### src/hw/mrrm_consts.svh
// Constants for the accumulator result rounding stage
`ifndef MRRM_CONSTS_SVH
`define MRRM_CONSTS_SVH
`define MRRM_ACC_W        40
`define MRRM_WORD_W       16
`define MRRM_MIDPOINT     16'h8000
`define MRRM_HALF_LSB     40'h00_0000_8000
`define MRRM_BIAS_BIT     12
`define MRRM_CTRL_RESET   16'h0000
`endif

### src/hw/mrrm_pkg.sv
// Types for the accumulator result rounding stage
`default_nettype none
package mrrm_pkg;
  typedef struct packed {
    logic [7:0]  upper;
    logic [15:0] middle;
    logic [15:0] low;
  } mrrm_acc_t;

  typedef struct packed {
    logic      valid;
    mrrm_acc_t acc;
  } mrrm_req_t;
endpackage : mrrm_pkg
`default_nettype wire

### src/hw/mrrm_round_stage.sv
// Accumulator result rounding stage with biased-rounding mode select
// How it works
// - Select bit clear gives unbiased rounding
// - Select bit set gives biased rounding
// - Biased: midpoint low word always rounds up
// - Unbiased: midpoint increments only odd middle word
// - Modes differ only at exact midpoint
// - Select is bit twelve of autobuffer control
`timescale 1ns/1ps
`default_nettype none
`include "mrrm_consts.svh"
module mrrm_round_stage (
  // Clock and reset
  input  wire logic              clk,
  input  wire logic              resetn,
  // Serial port zero autobuffer control write
  input  wire logic              ctrlWrEn,
  input  wire logic [15:0]       ctrlWrData,
  output logic [15:0]            ctrlRdData,
  // Round operation request
  input  wire mrrm_pkg::mrrm_req_t roundReq,
  // Rounded result
  output logic                   resultValid,
  output mrrm_pkg::mrrm_acc_t    accumulatorResult,
  output logic                   roundingBiasSelect
);
  ////////////////////////////////////////////////////////////////////////
  logic [15:0]          ctrl_r, ctrl_nxt;
  logic                 valid_r, valid_nxt;
  mrrm_pkg::mrrm_acc_t  res_r, res_nxt;
  logic [39:0]          rounded;

  mrrm_rounder u_mrrm_rounder (
    .accIn   (roundReq.acc),
    .biasSel (ctrl_r[`MRRM_BIAS_BIT]),
    .accOut  (rounded)
  );

  always_comb begin
    ctrl_nxt = ctrl_r;
    if (ctrlWrEn) begin
      ctrl_nxt = ctrlWrData;
    end
    valid_nxt = roundReq.valid;
    res_nxt   = res_r;
    if (roundReq.valid) begin
      res_nxt = rounded;
    end
  end

  always_ff @(posedge clk or negedge resetn) begin
    if (!resetn) begin
      ctrl_r  <= `MRRM_CTRL_RESET;
      valid_r <= 1'b0;
      res_r   <= '0;
    end else begin
      ctrl_r  <= ctrl_nxt;
      valid_r <= valid_nxt;
      res_r   <= res_nxt;
    end
  end

  assign ctrlRdData         = ctrl_r;
  assign resultValid        = valid_r;
  assign accumulatorResult  = res_r;
  assign roundingBiasSelect = ctrl_r[`MRRM_BIAS_BIT];

  ////////////////////////////////////////////////////////////////////////
  // Reset leaves unbiased mode and no pending result
  property p_reset_clear;
    @(posedge clk)
    !resetn |=> (ctrlRdData == `MRRM_CTRL_RESET && !resultValid && accumulatorResult == '0);
  endproperty
  a_reset_clear: assert property (p_reset_clear)
    else $error("Reset did not clear the stage");

  property p_valid;
    @(posedge clk) disable iff (!resetn)
    roundReq.valid |=> resultValid ##1 (resultValid == $past(roundReq.valid));
  endproperty
  a_valid: assert property (p_valid)
    else $error("Result valid timing wrong");

  property p_valid_idle;
    @(posedge clk) disable iff (!resetn)
    !roundReq.valid |=> !resultValid;
  endproperty
  a_valid_idle: assert property (p_valid_idle)
    else $error("Result valid without request");

  property p_hold;
    @(posedge clk) disable iff (!resetn)
    !roundReq.valid |=> $stable(res_r);
  endproperty
  a_hold: assert property (p_hold)
    else $error("Result changed without request");

  // Control word changes only on a write, and keeps all sixteen bits
  property p_ctrl_write;
    @(posedge clk) disable iff (!resetn)
    ctrlWrEn |=> (roundingBiasSelect == $past(ctrlWrData[`MRRM_BIAS_BIT]));
  endproperty
  a_ctrl_write: assert property (p_ctrl_write)
    else $error("Bias select not taken from bit twelve");

  property p_ctrl_word;
    @(posedge clk) disable iff (!resetn)
    ctrlWrEn |=> (ctrlRdData == $past(ctrlWrData));
  endproperty
  a_ctrl_word: assert property (p_ctrl_word)
    else $error("Control word not stored whole");

  property p_ctrl_hold;
    @(posedge clk) disable iff (!resetn)
    !ctrlWrEn |=> $stable(ctrlRdData);
  endproperty
  a_ctrl_hold: assert property (p_ctrl_hold)
    else $error("Control word changed without write");

  // Mode is the registered bit, so a write in the request cycle is too late
  property p_mode_from_reg;
    @(posedge clk) disable iff (!resetn)
    (roundReq.valid && ctrlWrEn && !ctrl_r[`MRRM_BIAS_BIT] && ctrlWrData[`MRRM_BIAS_BIT] &&
     roundReq.acc.low == `MRRM_MIDPOINT && !roundReq.acc.middle[0])
      |=> !res_r.middle[0];
  endproperty
  a_mode_from_reg: assert property (p_mode_from_reg)
    else $error("Same-cycle write changed the rounding mode");

  // Unbiased midpoint rounds half to even on the middle word
  property p_unbiased_mid;
    @(posedge clk) disable iff (!resetn)
    (roundReq.valid && !ctrl_r[`MRRM_BIAS_BIT] && roundReq.acc.low == `MRRM_MIDPOINT)
      |=> (res_r[39:16] == {$past(roundReq.acc[39:17]), 1'b0} +
           ($past(roundReq.acc.middle[0]) ? 24'h000002 : 24'h000000));
  endproperty
  a_unbiased_mid: assert property (p_unbiased_mid)
    else $error("Unbiased midpoint result wrong");

  property p_unbiased_even;
    @(posedge clk) disable iff (!resetn)
    (roundReq.valid && !ctrl_r[`MRRM_BIAS_BIT] && roundReq.acc.low == `MRRM_MIDPOINT &&
     !roundReq.acc.middle[0])
      |=> (res_r[39:16] == $past(roundReq.acc[39:16]));
  endproperty
  a_unbiased_even: assert property (p_unbiased_even)
    else $error("Unbiased even midpoint was rounded up");

  property p_unbiased_odd;
    @(posedge clk) disable iff (!resetn)
    (roundReq.valid && !ctrl_r[`MRRM_BIAS_BIT] && roundReq.acc.low == `MRRM_MIDPOINT &&
     roundReq.acc.middle[0])
      |=> (res_r[39:16] == $past(roundReq.acc[39:16]) + 24'h000001);
  endproperty
  a_unbiased_odd: assert property (p_unbiased_odd)
    else $error("Unbiased odd midpoint not rounded up");

  property p_mode_off;
    @(posedge clk) disable iff (!resetn)
    (roundReq.valid && !ctrl_r[`MRRM_BIAS_BIT])
      |=> (!res_r.middle[0] || $past(roundReq.acc.low) != `MRRM_MIDPOINT);
  endproperty
  a_mode_off: assert property (p_mode_off)
    else $error("Unbiased midpoint left odd middle word");

  // Biased midpoint always rounds up
  property p_biased_mid;
    @(posedge clk) disable iff (!resetn)
    (roundReq.valid && ctrl_r[`MRRM_BIAS_BIT] && roundReq.acc.low == `MRRM_MIDPOINT)
      |=> (res_r[39:16] == $past(roundReq.acc[39:16]) + 24'h000001);
  endproperty
  a_biased_mid: assert property (p_biased_mid)
    else $error("Biased midpoint did not round up");

  property p_mode_on;
    @(posedge clk) disable iff (!resetn)
    (roundReq.valid && ctrl_r[`MRRM_BIAS_BIT] && !roundReq.acc.middle[0] &&
     roundReq.acc.low == `MRRM_MIDPOINT)
      |=> res_r.middle[0];
  endproperty
  a_mode_on: assert property (p_mode_on)
    else $error("Biased even midpoint not rounded up");

  // Away from the midpoint the mode has no effect
  property p_not_mid;
    @(posedge clk) disable iff (!resetn)
    (roundReq.valid && roundReq.acc.low != `MRRM_MIDPOINT)
      |=> (res_r == $past(roundReq.acc) + `MRRM_HALF_LSB);
  endproperty
  a_not_mid: assert property (p_not_mid)
    else $error("Non-midpoint rounding differs from plain add");

  property p_below_mid;
    @(posedge clk) disable iff (!resetn)
    (roundReq.valid && roundReq.acc.low < `MRRM_MIDPOINT)
      |=> (res_r[39:16] == $past(roundReq.acc[39:16]));
  endproperty
  a_below_mid: assert property (p_below_mid)
    else $error("Low word below half was rounded up");

  property p_above_mid;
    @(posedge clk) disable iff (!resetn)
    (roundReq.valid && roundReq.acc.low > `MRRM_MIDPOINT)
      |=> (res_r[39:16] == $past(roundReq.acc[39:16]) + 24'h000001);
  endproperty
  a_above_mid: assert property (p_above_mid)
    else $error("Low word above half not rounded up");

  // Low word keeps the added half, so a midpoint leaves zero there
  property p_low_kept;
    @(posedge clk) disable iff (!resetn)
    roundReq.valid |=> (res_r.low == $past(roundReq.acc.low) + `MRRM_MIDPOINT);
  endproperty
  a_low_kept: assert property (p_low_kept)
    else $error("Low word of result wrong");

  property p_mid_low_zero;
    @(posedge clk) disable iff (!resetn)
    (roundReq.valid && roundReq.acc.low == `MRRM_MIDPOINT)
      |=> (res_r.low == 16'h0000);
  endproperty
  a_mid_low_zero: assert property (p_mid_low_zero)
    else $error("Midpoint left a nonzero low word");
endmodule : mrrm_round_stage
`default_nettype wire

### src/hw/mrrm_rounder.sv
// Combinational rounding of a 40-bit accumulator result
`timescale 1ns/1ps
`default_nettype none
`include "mrrm_consts.svh"
module mrrm_rounder (
  // Operand and mode
  input  wire logic [39:0] accIn,
  input  wire logic        biasSel,
  // Rounded value
  output logic [39:0]      accOut
);
  logic [39:0] sum;
  logic        isMid;

  always_comb begin
    sum   = accIn + `MRRM_HALF_LSB;
    isMid = (accIn[15:0] == `MRRM_MIDPOINT);
    accOut = sum;
    // Clearing the LSB gives round-half-even; other low words untouched
    if (isMid && !biasSel) begin
      accOut[16] = 1'b0;
    end
    // Biased mode keeps the carry: midpoint always rounds up
  end
endmodule : mrrm_rounder
`default_nettype wire

### config.mk
export PLATFORM = sky130hd
export DESIGN_NAME = mrrm_round_stage
export DESIGN_NICKNAME = d
export VERILOG_FILES = /design/src/hw/mrrm_pkg.sv /design/src/hw/mrrm_round_stage.sv /design/src/hw/mrrm_rounder.sv
export VERILOG_INCLUDE_DIRS = /design/src /design/src/hw
export SDC_FILE = /design/constraint.sdc
export NUM_CORES = 1
export LEC_CHECK = 0
export BUFFER_PORTS_ARGS = -buffer_cell sky130_fd_sc_hd__buf_2
export CORE_AREA = 5 5 90 92
export DETAILED_ROUTE_END_ITERATION = 16
export DIE_AREA = 0 0 95 97
export GPL_ROUTABILITY_DRIVEN = 0
export PLACE_DENSITY_LB_ADDON = 0.12
export SYNTH_ARGS = -nofsm -noshare
export SYNTH_HDL_FRONTEND = slang
export SYNTH_HIERARCHICAL = 1
export SYNTH_SLANG_ARGS = --single-unit
export TNS_END_PERCENT = 50
### constraint.sdc
create_clock -name clk -period 1.86 [get_ports clk]
set_input_delay 0.093 -clock clk [delete_from_list [all_inputs] [get_ports clk]]
set_output_delay 0.093 -clock clk [all_outputs]
set_load 0.01 [all_outputs]
# ---- Yosys cells after proc, flatten, opt, wreduce, memory -nomap -nowiden
# Cells that the tools add are included.
dict set report classes {
  add_sub_neg 1
  eq_ne 1
  n_mux 1
  reduce_logical 2
}
# cell n
set ops {}
lappend ops {{40-bit by 16-bit adder with 40-bit output, second input constant} 1}
lappend ops {{16-bit equality test, second input constant} 1}
lappend ops {{1-bit logical AND} 1}
lappend ops {{1-bit zero test} 1}
lappend ops {{1-bit two-way mux} 1}
dict set report totals {
  register_bits 57
  input_bits 60
  out_inout_bits 58
  wordCells 10
}

# ---- Longest topological paths before layout
dict set report logic_depth {
  depth_word 3
  mapped_depth 6
  ltp_nobuf 6
}

# ---- By module
# The synthesis kept the hierarchy.
# mod instances cells_each area_each_um2 seq_area_each_um2
set modules_own_cells {}
lappend modules_own_cells {mrrm_round_stage 1 120 2170.8 1426.4}
lappend modules_own_cells {mrrm_rounder 1 87 614.3 0.0}

# ---- Worst setup path after synthesis
# Ideal clock, no wire load.
dict set report synth_path {
  kind {input -> register}
  start {in roundReq[15] (netlist name)}
  end {reg res_r, in the netlist accumulatorResult[37]}
  setup_time_ps 125
  t_arrival_ps 1391
  required_time_ps 1735
  slack_ps 344
  path_stages 6
  path_buffers 0
  path_cell_list {ha_1 > nand4_4 > nor4_4 > nand4_1 > xnor2_1 > mux2_2}
}
dict set report synth_via {
  elab_chain_len 1
}
# element line
set synth_lines {}
lappend synth_lines {{start: declaration} mrrm_round_stage.sv:21} ;# input wire mrrm_pkg::mrrm_req_t roundReq,
lappend synth_lines {{40-bit by 16-bit adder with 40-bit output (no source line)} n/a}
lappend synth_lines {{net rounded[37]} mrrm_round_stage.sv:31} ;# logic [39:0] rounded;
lappend synth_lines {{end signal: assignment} mrrm_round_stage.sv:59} ;# res_r <= res_nxt;
lappend synth_lines {{end: declaration} mrrm_round_stage.sv:30} ;# mrrm_pkg::mrrm_acc_t res_r, res_nxt;
# The timed path passes the listed nets, and every way through them passes these cells.
# A chain may end at the register's enable or synchronous reset.

# ---- Final worst setup path
dict set report layout_path {
  start {in roundReq[3] (netlist name)}
  end {reg res_r, in the netlist accumulatorResult[16]}
}
dict set report layout_via {
  elab_chain_len 3
  elab_cells_between_ends 4
  classes_between {1 x add/sub; 1 x eq/ne; 1 x mux; 1 x reduce/logical}
}
# element line
set layout_lines {}
lappend layout_lines {{branches (longest 2 deep; another with 40-bit by 16-bit adder with 40-bit output)} n/a}
lappend layout_lines {{1-bit two-way mux (*)} mrrm_rounder.sv:20} ;# if (isMid && !biasSel) begin
lappend layout_lines {{net rounded[16]} mrrm_round_stage.sv:31}
# Mark *: on every way through the listed nets, which the timed path passes.

==> qor.json <==
{
  "footprint_of_the_multi_input_gates_sq_um": 1160,
  "clock_tree_from_tritoncts": "built",
  "cts_made_buffers": 9,
  "worst_path_max_delay_cell": "dlygate4sd3_1",
  "holdCritPathClass": "primary input to flip-flop",
  "timing.critical_path.fanout_max": 2,
  "synth-edff-count": 0,
  "track_usage_pct": 14.9,
  "rows": 31,
  "syn_avg_cell_area_sq_um": 13.5,
  "critPathBufInv": 2,
  "cp_slowest_stage_delay_ns": 0.53,
  "floorplan_die_width_um": 95,
  "synth.cells.most_frequent": "57 x dfrtp_1, 46 x mux2_2, 18 x buf_4, 18 x xnor2_1, 16 x nand3_1",
  "gr_util_met3_pct": 4.89,
  "yosys_register_bits": 57,
  "timing.reg2reg.setup_slack_ns": 0.40,
  "syn-instance-count": 207,
  "power-per-cell-area_nw_per_um2": 813,
  "sequential_cell_area_sq_um": 1430,
  "combinationalPowerShare_pct": 19.5,
  "cts-htree-levels": 3,
  "synth_cell_type_count": 23,
  "power.switching_fraction_pct": 26.4,
  "num_io_pins": 118,
  "design.die.area_sq_um": 9220,
  "route.vias.total": 2029,
  "cell_chain_of_the_critical_path": "dlygate4sd3_1 -> buf_2 -> or4_1 -> o41a_1 -> mux2_2",
  "tightest_slew_ns": 0.623,
  "switchingPower_w": 0.000795,
  "drtAntennaViolNets": 0,
  "globalRoute.busiestLayer": "met2",
  "run_status": "finished clean",
  "n_antenna_cell": 0,
  "timing.fmax_mhz": 593,
  "sequentialPowerShare_pct": 47.5,
  "synth_sequential_area_ratio_pct": 51.2,
  "synth_async_sr_flop_share_pct": 100,
  "syn_area_sq_um": 2790,
  "final_min_period_over_clock_period_pct": 90.6,
  "setup-tns-final_ns": 0,
  "post_route_cells_drive_above_1_share_pct": 57.3,
  "finalSetupViolCount": 0,
  "area_growth_syn_to_layout_pct": 32.9,
  "setup.worst_path.class": "primary input to flip-flop",
  "p_leak_nw": 1.73,
  "capturing_element_type_of_the_critical_path": "flip-flop",
  "final_nets": 395,
  "clock-sinks": 57,
  "cts_root_buffer": "clkbuf_8",
  "p_int_w": 0.00222,
  "use_met1_pct": 19.4,
  "mappedNetlistNets": 268,
  "yosysMostFrequentCell": "dfrtp_1",
  "drcViolationCount": 0,
  "p_clk_share_pct": 33.0,
  "synth.yosys.warnings": 6,
  "port_buffers": 117,
  "maximum_number_of_pins_on_one_net_before_global_route_repair": 42,
  "cts.reportedPaths.clkPinSlew_ns": 0.06,
  "floorplan.core_area_sq_um": 7140,
  "netlist_top_cells_area": "dfrtp_1 51%, mux2_2 19%, xnor2_1 5.7%",
  "initialDrtViolationCount": 49,
  "final.fill_count": 682,
  "dr.pass1.iters": 4,
  "total_power_w": 0.00301,
  "critPathArrivalTime_ns": 1.89,
  "grt_pass1_vias": 2163,
  "worst_path_dominant_cell_family": "buffers and inverters",
  "route.detailed.wl_per_inst_um": 14.9,
  "vdd.ir_drop.worst_mv": 0.360,
  "grt_setup_unrepaired": "no",
  "final_non_filler_cell_total": 436,
  "max-clock-path-buffers": 2,
  "worstPathRequired_ns": 2.07,
  "fin_crit_ns": 1.69,
  "die_h_um": 97,
  "finalMaxSlewViolations": 0,
  "timing.clock.skew_ns": 0.0000341,
  "routed_wirelength_um": 6490,
  "placedInstanceArea_sq_um": 3350,
  "grtUsageMet2_pct": 22.6,
  "max-cap-violations": 0,
  "startpoint_type": "primary input",
  "dp_cells": 404,
  "grt_antenna_before_repair": 0,
  "global_route_wire_length_before_repair_um": 10700,
  "synth_top_area_cell": "dfrtp_1",
  "worst_skew_pair.late_latency_ns": 0.32,
  "synth_top_flop_cell": "dfrtp_1",
  "dp_hpwl_um": 4750,
  "summed_area_of_non_filler_cells_in_the_final_layout_sq_um": 3700,
  "total_grt_overflow": 0,
  "floorplan.initialDensity_pct": 39.0,
  "final-hold-violation-count": 0,
  "relSlewSlack_pct": 58.5,
  "post_drt_via_cell_ratio": 4.65,
  "post-synth-top-area-fraction_pct": 51.2
}
## layout by cell type (no fill, tap or decap), types with 3 or more instances in the layout
| cell type | synthesis | final |
|---|---|---|
| nand2_1 | 7 | 7 |
| dlygate4sd3_1 | 0 | 18 |
| nor3_1 | 3 | 3 |
| mux2_2 | 46 | 46 |
| nor4_1 | 3 | 3 |
| nand4_1 | 4 | 4 |
| nor2_1 | 5 | 5 |
| nand3_1 | 16 | 16 |
| dfrtp_1 | 57 | 57 |
| buf_2 | 0 | 117 |
| xor2_1 | 5 | 5 |
| mux2_4 | 10 | 10 |
| xnor2_1 | 18 | 18 |
| clkbuf_8 | 0 | 11 |
## state kept, by name, indices dropped and copies added (netlist names)
signal,flops
ctrlRdData,16
accumulatorResult,40
resultValid,1
## per-layer routing
metal / part of all wire [%] / vias up
li1: - / 962
met1: 42 / 984
met2: 48 / 78
met3: 8.9 / 5
met4: 1.0 / 0
met5: 0 / -
## power groups by stage
stage	combinational [W]	clock [W]	sequential [W]
after floorplan	0.000246	0	0.00151
after global placement	0.000561	0	0.00145
after detailed placement	0.000569	0	0.00145
after CTS	0.000596	0.00103	0.00143
after global routing	0.000642	0.00109	0.00145
final	0.000586	0.000994	0.00143
## per-stage QoR
| stage | hold slack, ns | setup slack, ns | utilization, % |
|---|---|---|---|
| 2_1_floorplan | -0.203 | 0.344 | - |
| 3_3_place_gp | 0.147 | 0.164 | 47.0 |
| 3_5_place_dp | 0.150 | 0.133 | 47.0 |
| 4_1_cts | 0.000272 | 0.202 | 51.7 |
| 5_1_grt | 0.00505 | 0.189 | 51.9 |
| 6_report | 0.0185 | 0.175 | 51.9 |
## final cells by class
| cell class | count | area share (%) |
|---|---|---|
| clock buffer | 11 | 4.09 |
| multi-input combinational | 126 | 31.4 |
| sequential | 57 | 38.5 |
| inverter | 2 | 0.203 |
| clock inverter | 3 | 0.473 |
| tap | 99 | 3.35 |
| timing repair buffer | 138 | 22.0 |
## path summary, 6_finish.rpt
kind                                             from               endpoint  cells past startpoint
worst max register to register         ctrlRdData[12]  accumulatorResult[16]                      4
worst min register to register  accumulatorResult[18]  accumulatorResult[18]                      1
worst max-delay path                      roundReq[3]  accumulatorResult[16]                      5
max in group asynchronous                      resetn         ctrlRdData[12]                      3
worst min-delay path                      roundReq[8]   accumulatorResult[8]                      2
min in group asynchronous                      resetn  accumulatorResult[27]                      2
## worst register-to-register path, delay by kind of cell, from the launching register on
family / cells / cell delay, ns
muxes: 1 / 0.26
DFF: 1 / 0.42
AOI/OAI and AO/OA: 1 / 0.32
and+or+nand+nor: 2 / 0.34
## cell families (layout without fill, tap and decap cells)
| kind of cell | count (synthesis) | in the layout | synth area share (%) |
|---|---|---|---|
| buffers and inverters | 24 | 154 | 7.05 |
| multiplexers | 56 | 56 | 24.0 |
| flip-flops | 57 | 57 | 51.2 |
| adder cells (fa/ha/maj) | 1 | 1 | 0.449 |
| AO/OA/AOI/OAI | 1 | 1 | 0.404 |
| AND/OR/NAND/NOR | 45 | 45 | 9.66 |
| XOR/XNOR | 23 | 23 | 7.23 |
## repair_timing
item,in CTS,in global routing
endpoints found under the hold margin,41,1
buffers inserted,0,0
resized for setup,0,0
hold buffers,17,1
Note: power is estimated with default switching activity, not from simulation.
